### config.mk
export PLATFORM = sky130hd
export DESIGN_NAME = baa_accumulator
export DESIGN_NICKNAME = d
export VERILOG_FILES = /design/src/hdl/baa_pkg.sv /design/src/hdl/baa_accumulator.sv
export SDC_FILE = /design/constraint.sdc
export NUM_CORES = 2
export LEC_CHECK = 0
export BUFFER_PORTS_ARGS = -buffer_cell sky130_fd_sc_hd__buf_4
export CAP_MARGIN = 20
export CORE_MARGIN = 5
export CORE_UTILIZATION = 50
export DETAILED_ROUTE_END_ITERATION = 12
export PLACE_DENSITY = 0.7
export SYNTH_ARGS = -nofsm -noshare
export SYNTH_HDL_FRONTEND = slang
export SYNTH_SLANG_ARGS = --single-unit
### constraint.sdc
create_clock -name clock_in -period 10.2 [get_ports clock_in]
set_input_delay 1.02 -clock clock_in [delete_from_list [all_inputs] [get_ports clock_in]]
set_output_delay 1.02 -clock clock_in [all_outputs]
set_load 0.02 [all_outputs]
### src/hdl/baa_pkg.sv
// Constants shared by the bearing average accumulator.
// Assumes a single 50 MHz system clock and an APB master for the registers.
package baa_pkg;
    localparam logic [7:0] ADDR_CTRL   = 8'h00;  // Control: bit 0 accumulate enable.
    localparam logic [7:0] ADDR_STATUS = 8'h04;  // Status: sampled lines, pulse count.
    localparam logic [7:0] ADDR_WORD   = 8'h08;  // Last angle word driven out.
    localparam logic       CTRL_RESET  = 1'b1;
    localparam logic [1:0] MS_ADDRESS  = 2'h1;   // Fixed decoder address in Mode S.
    localparam logic [5:0] MS_BITS     = 6'h20;  // Message bits that are sampled.
    localparam logic [6:0] MS_COUNT    = 7'h20;  // Count reported for Mode S.
    localparam int         NUM_DEC     = 4;
    localparam int         CNT_W       = 7;
    localparam int         PH_SEN1     = 0;      // Pipeline index of each phase.
    localparam int         PH_SEN2     = 1;
    localparam int         PH_FOURTH   = 2;
    localparam int         PH_MULT     = 3;
    localparam int         PH_SIXTH    = 5;
    localparam int         PH_SEVENTH  = 6;
    localparam int         WORD_VALID  = 15;     // Field positions of the angle word.
    localparam int         WORD_CNT_LO = 8;
endpackage : baa_pkg

### src/hdl/baa_accumulator.sv
// Bearing average accumulator: Mode S sample control, four-decoder sum and count,
// zero-crossing correction, averaging and the two-stage output buffer.
// Assumes the external sampling controller spaces sample enables four clocks apart.
`timescale 1ns/100ps
module baa_accumulator
    import baa_pkg::*;
(
    input  wire logic        clock_in,                // 50 MHz system clock
    input  wire logic        rst_in,                  // Asynchronous reset, active high
    input  wire logic        protocol_select_in,      // 1 selects Mode S processing
    input  wire logic        first_chip_strobe_in,    // Mode S chip-one strobe
    input  wire logic        second_chip_strobe_in,   // Mode S chip-two strobe
    input  wire logic        mode_s_data_in,          // 1 means pulse in chip two
    input  wire logic        preamble_detect_in,      // Mode S preamble found
    input  wire logic        confidence_strobe_in,    // Follows each Mode S data bit
    input  wire logic        atc_sample_enable_in,    // ATCRBS controller sample enable
    input  wire logic        atc_strobe_in,           // ATCRBS controller sample strobe
    input  wire logic [1:0]  atc_decoder_address_in,  // ATCRBS controller decoder address
    input  wire logic [7:0]  angle_sample_in,         // Digitised bearing sample
    input  wire logic [3:0]  bracket_detect_in,       // Per-decoder bracket detection
    input  wire logic [3:0]  reply_done_flag_in,      // Per-decoder reply finished
    input  wire logic [1:0]  write_location_in,       // Reply buffer write location
    input  wire logic [1:0]  read_location_in,        // Reply buffer read location
    input  wire logic        buffer_write_strobe_in,  // Reply buffer write strobe
    input  wire logic        angle_read_request_in,   // ATCRBS angle word request
    input  wire logic        mode_s_angle_request_in, // Mode S angle word request
    input  wire logic        psel_in,                 // APB select
    input  wire logic        penable_in,              // APB enable
    input  wire logic        pwrite_in,               // APB direction
    input  wire logic [7:0]  paddr_in,                // APB byte address
    input  wire logic [31:0] pwdata_in,               // APB write data
    output logic      [31:0] prdata_out,              // APB read data
    output logic             pready_out,              // APB ready
    output logic             pslverr_out,             // APB error, unmapped address
    output logic      [15:0] word_out,                // Angle word bus
    output logic             ms_drive_enable_out,     // Mode S outputs driven
    output logic             sample_process_enable_out, // Mode S sample enable
    output logic             sample_strobe_out,       // Mode S sample strobe
    output logic      [1:0]  decoder_address_out,     // Mode S decoder address
    output logic             two_cycle_clock_out,     // Two-cycle arithmetic clock
    output logic             half_select_out,         // 1 in second half-cycle
    output logic             first_pulse_flag_out,    // Current sample is the first
    output logic      [3:0]  decoder_sampled_line_out // Per-decoder sampled status
);
    import baa_pkg::*;

    typedef struct packed {
        logic                          enable;
        logic [5:0]                    ms_count;
        logic                          ms_sen;
        logic                          ms_stb;
        logic                          ms_drive;
        logic [1:0]                    ms_da;
        logic [7:0]                    raw;
        logic [15:0]                   theta;
        logic                          fp;
        logic [6:0]                    pipe;
        logic [6:0][1:0]               dap;
        logic [NUM_DEC-1:0][CNT_W-1:0] count;
        logic [NUM_DEC-1:0][15:0]      sum;
        logic [NUM_DEC-1:0][1:0]       quad;
        logic [NUM_DEC-1:0]            status;
        logic [CNT_W-1:0]              nlat;
        logic [15:0]                   msum;
        logic [16:0]                   mrec;
        logic [7:0]                    avg;
        logic [NUM_DEC-1:0][14:0]      buf1;
        logic [3:0][15:0]              buf2;
        logic [15:0]                   word;
        logic                          bc;
        logic                          half;
        logic [31:0]                   rdata;
        logic                          ready;
        logic                          err;
    } baa_state_type;

    baa_state_type st;
    baa_state_type next_st;
    logic [16:0]   recip_rom [2**CNT_W];

    // A table trades area for a one-cycle reciprocal; seven count bits cover
    // every count that a Mode S reply or an ATCRBS reply can reach.
    // The reciprocal table is constant; entry zero is never addressed.
    for (genvar i = 0; i < 2**CNT_W; i++) begin : g_recip
        assign recip_rom[i] = 17'(65536 / ((i == 0) ? 1 : i));
    end

    always_comb begin
        logic             sample_process_enable;
        logic             strobe;
        logic [1:0]       da;
        logic [1:0]       d;
        logic [1:0]       id;
        logic [15:0]      th;
        logic signed [32:0] prod;
        logic             setup;
        next_st = st;
        sample_process_enable = 1'b0;
        strobe = 1'b0;
        da = 2'h0;
        d = 2'h0;
        id = 2'h0;
        th = 16'h0000;
        prod = 33'sh0;
        setup = psel_in && !penable_in;

        // Mode S sample control; outputs stay low in ATCRBS mode.
        // The bit count saturates, so a long message cannot wrap it back into
        // the sampled range and admit late bearing samples.
        next_st.ms_drive = protocol_select_in;
        if (preamble_detect_in) begin
            next_st.ms_count = 6'h00;
        end else if (confidence_strobe_in && st.ms_count < MS_BITS) begin
            next_st.ms_count = st.ms_count + 6'h01;
        end
        next_st.ms_stb = protocol_select_in && (st.ms_count < MS_BITS)
            && (mode_s_data_in ? second_chip_strobe_in : first_chip_strobe_in);
        next_st.ms_sen = protocol_select_in && st.ms_stb;
        next_st.ms_da = protocol_select_in ? MS_ADDRESS : 2'h0;

        sample_process_enable = st.enable && (protocol_select_in ? st.ms_sen : atc_sample_enable_in);
        strobe = protocol_select_in ? st.ms_stb : atc_strobe_in;
        da = protocol_select_in ? st.ms_da : atc_decoder_address_in;
        if (strobe) begin
            next_st.raw = angle_sample_in;
        end

        // Sample cycle: first pulse flag and zero-crossing correction.
        // The phase pipeline carries each enable and its address down the stages,
        // so every stage acts on the decoder that its sample was started for.
        next_st.pipe = {st.pipe[5:0], sample_process_enable};
        next_st.dap = {st.dap[5:0], da};
        if (sample_process_enable) begin
            next_st.fp = !st.status[da];
            th = {8'h00, st.raw};
            if (!st.status[da]) begin
                next_st.quad[da] = st.raw[7:6];
            end else if (st.quad[da] == 2'h3 && st.raw[7:6] == 2'h0) begin
                th[8] = 1'b1;
            end else if (st.quad[da] == 2'h0 && st.raw[7:6] == 2'h3) begin
                th[15:8] = 8'hff;
            end
            next_st.theta = th;
        end

        // First half-cycle: count update and, on the same clock, latch for the reciprocal.
        d = st.dap[PH_SEN1];
        if (st.pipe[PH_SEN1]) begin
            next_st.count[d] = st.fp ? 7'h01 : st.count[d] + 7'h01;
            next_st.nlat = st.fp ? 7'h01 : st.count[d] + 7'h01;
        end

        // Second half-cycle: sum update; both operands load the multiplier.
        d = st.dap[PH_SEN2];
        if (st.pipe[PH_SEN2]) begin
            next_st.sum[d] = st.fp ? st.theta : st.sum[d] + st.theta;
            next_st.msum = st.fp ? st.theta : st.sum[d] + st.theta;
            next_st.mrec = recip_rom[st.nlat];
        end

        // Status bits: a set at cycle end wins over a same-cycle clear.
        // A clear that loses leaves the bit set, so the new reply's first sample adds onto the old sum and count.
        for (int i = 0; i < NUM_DEC; i++) begin
            if (protocol_select_in ? (preamble_detect_in && i == int'(MS_ADDRESS))
                                   : bracket_detect_in[i]) begin
                next_st.status[i] = 1'b0;
            end
        end
        if (st.pipe[PH_FOURTH]) begin
            next_st.status[st.dap[PH_FOURTH]] = 1'b1;
        end

        // Average; wraparound modulo a full turn gives the unsigned bearing.
        // The sum is sign extended so that a negative corrected sum still averages
        // to the right bearing once the result is cut to eight bits.
        prod = $signed({{17{st.msum[15]}}, st.msum}) * $signed({16'h0000, st.mrec});
        if (st.pipe[PH_MULT]) begin
            next_st.avg = prod[23:16];
        end
        if (st.pipe[PH_SIXTH]) begin
            next_st.buf1[st.dap[PH_SIXTH]] = {st.count[st.dap[PH_SIXTH]], st.avg};
        end

        // Second buffer and word bus.
        // The ATCRBS copy uses the live reply-done flags, so they must stand while
        // the write strobe is high; a flag dropped early copies another entry.
        if (protocol_select_in) begin
            if (st.pipe[PH_SEVENTH] && st.dap[PH_SEVENTH] == MS_ADDRESS) begin
                next_st.buf2[MS_ADDRESS] = {st.status[MS_ADDRESS], MS_COUNT,
                                            st.buf1[MS_ADDRESS][7:0]};
            end
            if (mode_s_angle_request_in) begin
                next_st.word = st.buf2[MS_ADDRESS];
            end
        end else begin
            for (int i = 0; i < NUM_DEC; i++) begin
                if (reply_done_flag_in[i]) begin
                    id = 2'(i);
                end
            end
            if (buffer_write_strobe_in) begin
                next_st.buf2[write_location_in] = {st.status[id], st.buf1[id]};
            end
            if (angle_read_request_in) begin
                next_st.word = st.buf2[read_location_in];
            end
        end

        // The half indicator feeds no local logic; it is exported for the
        // attached multiplier, which steps on the two-cycle clock.
        // Two-cycle clock is high in the last clock of the first half and the first clock of the second.
        next_st.bc = sample_process_enable || st.pipe[PH_SEN1];
        next_st.half = st.pipe[PH_SEN1] || st.pipe[PH_SEN2];

        // APB: zero-wait slave, data prepared during the setup cycle.
        // Only the enable bit is writable; status and word are read-only views,
        // so a stray write cannot disturb a reply in progress.
        next_st.ready = setup;
        next_st.err = setup && !(paddr_in == ADDR_CTRL || paddr_in == ADDR_STATUS
                                  || paddr_in == ADDR_WORD);
        next_st.rdata = 32'h0000_0000;
        if (setup && !pwrite_in) begin
            case (paddr_in)
                ADDR_CTRL:   next_st.rdata = {31'h0, st.enable};
                ADDR_STATUS: next_st.rdata = {18'h0, st.ms_count, 4'h0, st.status};
                ADDR_WORD:   next_st.rdata = {16'h0, st.word};
                default:     next_st.rdata = 32'h0000_0000;
            endcase
        end
        if (psel_in && penable_in && st.ready && pwrite_in && paddr_in == ADDR_CTRL) begin
            next_st.enable = pwdata_in[0];
        end
    end

    // The reset branch loads constants only; accumulation restarts enabled so
    // samples are counted without any software action.
    always_ff @(posedge clock_in or posedge rst_in) begin
        if (rst_in) begin
            st <= '0;
            st.enable <= CTRL_RESET; // status bits clear with the rest.
        end else begin
            st <= next_st;
        end
    end

    assign prdata_out = st.rdata;
    assign pready_out = st.ready;
    assign pslverr_out = st.err;
    assign word_out = st.word;
    assign ms_drive_enable_out = st.ms_drive;
    assign sample_process_enable_out = st.ms_sen;
    assign sample_strobe_out = st.ms_stb;
    assign decoder_address_out = st.ms_da;
    assign two_cycle_clock_out = st.bc;
    assign half_select_out = st.half;
    assign first_pulse_flag_out = st.fp;
    assign decoder_sampled_line_out = st.status;
endmodule : baa_accumulator

; ---- Yosys cells after proc, flatten, opt, wreduce, memory -nomap -nowiden
; Memories as Yosys holds them, arrays and structs flattened. A register that Yosys moved wholly into a read port is not among the register bits.
; Index checks and enable logic that the tools add are counted.
[word_totals]
reg_bits = 368
latchBits = 0
mem_bits_rw = 0
rom_bits = 2176
inputBits = 78
out_inout_bits = 62
elab_cells = 184
memories = 1
[classes]
n_addsub = 3
multipliers = 1
n_div = 0
magnitude_cmp = 15
n_eq_ne = 7
shift = 0
muxes = 67
bitwise_logic = 4
n_reduce_logical = 39
[memory_table]
columns = memory, depth, width, rd, rd_ports_with_merged_regs, write_ports, line
row1 = (name not given), 128, 17, 1, 1, 0, baa_accumulator.sv:158  ; next_st.mrec = recip_rom[st.nlat];
[ops]
columns = cell, n
row1 = $mux 16, 11
row2 = $bwmux 64, 2
row3 = $bmux 16 s2, 2
row4 = $demux 16 s2, 2
row5 = $bwmux 60, 1
row6 = $pmux 16 s3, 1
row7 = $mux 7, 5
row8 = $mux 32, 1
row9 = $bmux 15 s2, 1
row10 = $demux 15 s2, 1
row11 = $mux 15, 2
row12 = $bmux 7 s2, 2
row13 = $bwmux 28, 1
row14 = $lt 2x3->1 const B, 8
row15 = $mul 16x18->24, 1
row16 = $logic_and 1x1->1, 21
row17 = $mux 1, 17
row18 = $add 16x16->16, 1
row19 = $mux 8, 2
row20 = $demux 7 s2, 1
row21 = $ge 2x1->1 const B, 6
row22 = $mux 2, 6
row23 = $mux 6, 2
row24 = $bwmux 8, 1
row25 = other kinds (22), 38

; ---- Longest topological paths before layout
[depth]
depth_word = 9
ltp_mapped = 23
ltp_nobuf = 21

; ---- Worst setup path before layout
; Ideal clock, no wire load.
[synth_timing]
path_type = register to register
start = register st[208] (netlist bit)
end = register st[183] (netlist bit)
setup_time_ps = 140
arrival_ps = 5756
t_required_ps = 10060
path_slack_ps = 4305
path_stages_with_launch = 24
n_path_buf = 2
period_less_slack_ps = 5895
path_cell_list = dfrtp_1 > clkbuf_1 > clkbuf_1 > nand2_1 > fa_1 > inv_1 > fa_1 > inv_1 > fa_1 > inv_1 > fa_1 > fa_1 > inv_1 > fa_1 > inv_1 > ha_1 > nand3_1 > o22ai_1 > nor4_1 > a211oi_1 > or3_4 > o31a_1 > xnor2_1 > a21oi_1
[synth_via]
elab_chain_cells = 1
[synth_rtl]
columns = element, line
row1 = from (decl), baa_accumulator.sv:77  ; baa_state_type st;
row2 = from (signal assigned), baa_accumulator.sv:242  ; st <= next_st;
row3 = $mul 16x18->24, baa_accumulator.sv:176  ; prod = $signed({{17{st.msum[15]}}, st.msum}) * $signed({16'h0000, st.mrec});
; No other way between the ends.
; A chain may end at the register's enable or synchronous reset.

; ---- Worst setup path in the final report
[layout_timing]
start = register st[203] (netlist bit)
end = register st[183] (netlist bit)
; Same word-level chain as after synthesis.

==> out/qor.yml <==
logic_synthesis:
  netlist_instances: 2539
  synth_warnings: 0
  synthTopCellsByArea: "dfrtp_1, fa_1, ha_1"
  ys_ff_latch: 362
  synthTopCellsByCount: "dfrtp_1, nand2_1, inv_1, nor2_1, fa_1"
  synthFlopType: "dfrtp_1"
  synth_edf_count: 0
  syn_area_um2: 24900
  yosysSeqAreaShare_pct: 36.4
  syn_avg_cell_area_um2: 9.79
  yosysMostFrequentCell: "dfrtp_1"
  ys_types: 81
  synth_top_area_share_pct: 36.3
  yosysTopAreaCell: "dfrtp_1"
  async_flop_share_pct: 100
cts:
  clk-insertion-delay-late_ns: 0.54
  clkTransAtPathRegs_ns: 0.06
  postCtsHoldBufs: 0
  cts_resized: 0
  cts_buffers: 38
  cts_tree: "built"
  cts_num_sinks: 362
  cts_setup_buffers: 0
  root_buffer: "clkbuf_16"
  clock_path_buffers: 3
  htree_levels: 2
global_routing:
  grt_pass1_wl_mm: 98.9
  grt_pass1_vias: 18800
  grt_usage_pct: 22.3
  overflow: 0
  grt_max_degree: 186
  antenna_found_initial: 0
critical_path:
  critPathArrivalTime_ns: 7.09
  rr_endpoint: "st[183]"
  start_kind: "register"
  crit_chain: "nand2_1 -> fa_1 -> fa_1 -> fa_1 -> inv_1 -> fa_1 -> fa_1 -> inv_1 -> fa_1 -> inv_1 -> ha_1 -> a21oi_1 -> o22ai_1 -> nor4_1 -> a211oi_1 -> or3_4 -> o31a_1 -> xnor2_1 -> a21oi_1"
  crit_path_frequent_cell: "fa_1"
  rr_startpoint: "st[203]"
  cp_slowest_cell: "dfrtp_1"
  crit_fanout: 18
  crit_family: "adder cells"
  end_kind: "register"
  rrSetupSlack_ns: 3.49
  critPathKind: "reg2reg"
  critPathBufInv: 3
  rr_worst_depth: 19
  cp_slowest_stage_delay_ns: 0.89
  required_ns: 10.58
cells_and_area:
  final_cells: 3198
  drive_gt1_share_pct: 13.1
  n_antenna_cell: 0
  area_growth_pct: 8.32
  nets: 2865
  nFillCells: 4261
  multiInputGateArea_um2: 13900
  regArea_um2: 9060
hold_path:
  min_from: "next_st[347]"
  hp-class: "reg2reg"
  hold_depth: 0
  whs_endpoint: "next_st[348]"
routing:
  wirelength_mm: 59.7
  drc: 0
  first_iter_violations: 1299
  ant_nets: 0
  vias: 18000
  drt_first_pass_iters: 5
  avgViaCountPerCell: 5.63
  wl_per_cell_um: 18.7
placed_design:
  globalplace.congestion: 0.904
  dp_cells: 3128
  dp_hpwl_mm: 42.2
  io_buffer_count: 90
sta:
  hold_slack_ns: 0.347
  period_share_pct: 65.8
  finalHoldViolCount: 0
  slew_violations: 0
  worstMarginPinSlew_ns: 1.06
  max_freq_mhz: 149
  setup_viol: 0
  tns_ns: 0
  finalClockSkew_ns: 0.0226
  fin_crit_ns: 6.71
  max_slew_margin_pct: 29.1
  rsz0062_at_grt: "false"
power_and_ir_drop:
  pwr_density_cell_nw_per_um2: 115
  leakagePower_nw: 12.7
  irDropWorstVdd_mv: 0.114
job:
  maxCapViolCount: 0
floorplan:
  core_area_um2: 49100
  die_y_um: 233
  io_pins: 140
  start_util_pct: 50.7
  dieArea_um2: 54300
  placementRows: 81
  die_w_um: 233
outcome:
  status: "completed"
[final cells by class]
class                      count  area share, %
multi-input combinational   1724           51.6
sequential                   362           33.7
clock buffer                  55           4.15
inverter                     273           3.82
timing repair buffer         108           3.26
tap                          664           3.09
clock inverter                12          0.446
[worst reg2reg max path, cell delays in order, from the launching register on]
cell	delay, ns
dfrtp_1	0.89
nand2_1	0.19
fa_1	0.53
fa_1	0.54
fa_1	0.52
inv_1	0.05
fa_1	0.49
fa_1	0.51
inv_1	0.06
fa_1	0.49
inv_1	0.05
ha_1	0.29
a21oi_1	0.26
o22ai_1	0.19
nor4_1	0.37
a211oi_1	0.19
or3_4	0.42
o31a_1	0.26
xnor2_1	0.16
a21oi_1	0.09
[placed cells by master (no fill, tap or decap), types with 101 or more instances in the layout]
master,instances
a21oi_1,150
and2_1,124
buf_4,101
dfrtp_1,359
fa_1,175
ha_1,105
inv_1,264
nand2_1,310
nor2_1,195
o21ai_0,164
[worst max path at each step]
stage | from | to | slack, ns | cells past startpoint
after floorplan | st[208] | st[183] | 4.30 | 23
after global placement | st[204] | st[183] | 3.70 | 19
after detailed placement | st[203] | st[183] | 3.56 | 19
after CTS | st[203] | st[183] | 3.49 | 19
after global routing | st[208] | st[183] | 3.20 | 21
final | st[203] | st[183] | 3.49 | 19
[stage by stage]
step	util [%]	total power, mW	instance area (µm²)	setup WS, ns
2_1_floorplan	-	1.70	24900	4.30
3_3_place_gp	52.2	1.76	25600	3.70
3_5_place_dp	52.3	1.77	25600	3.56
4_1_cts	54.8	3.13	26900	3.49
5_1_grt	54.9	3.22	26900	3.20
6_report	54.9	3.10	26900	3.49
[registers in the layout, summed over array words and instances (netlist names), 4 cells and up]
name and flops:
prdata_out 16, word_out 16, decoder_sampled_line_out 4, next_st 18, st 300
[power by group]
group / total, mW / switching (mW) / internal, mW
Clock: 1.36 / 0.569 / 0.792
Combinational: 0.204 / 0.119 / 0.0852
Sequential: 1.54 / 0.0544 / 1.48
Total: 3.10 / 0.742 / 2.36
[routing by layer]
layer / part of all wire (%) / wire (µm) / vias up / global-route usage (%)
met1: 44 / 26100 / 9191 / 31.3
met2: 49 / 29500 / 431 / 37.2
met4: 2.2 / 1330 / 0 / 5.61
met3: 4.7 / 2780 / 82 / 2.68
met5: 0 / 0 / - / 0
li1: - / - / 8285 / -
[cells by family after synthesis]
kind of cell	after synthesis	synth area share (%)
and+or+nand+nor	742	13.6
buffers and inverters	469	8.03
AOI/OAI and AO/OA	465	11.0
DFF	362	36.4
adders and majority gates	280	19.4
muxes	173	9.87
xor gates and xnor gates	47	1.69
other	1	0.0151
Note: power is estimated with default switching activity, not from simulation.
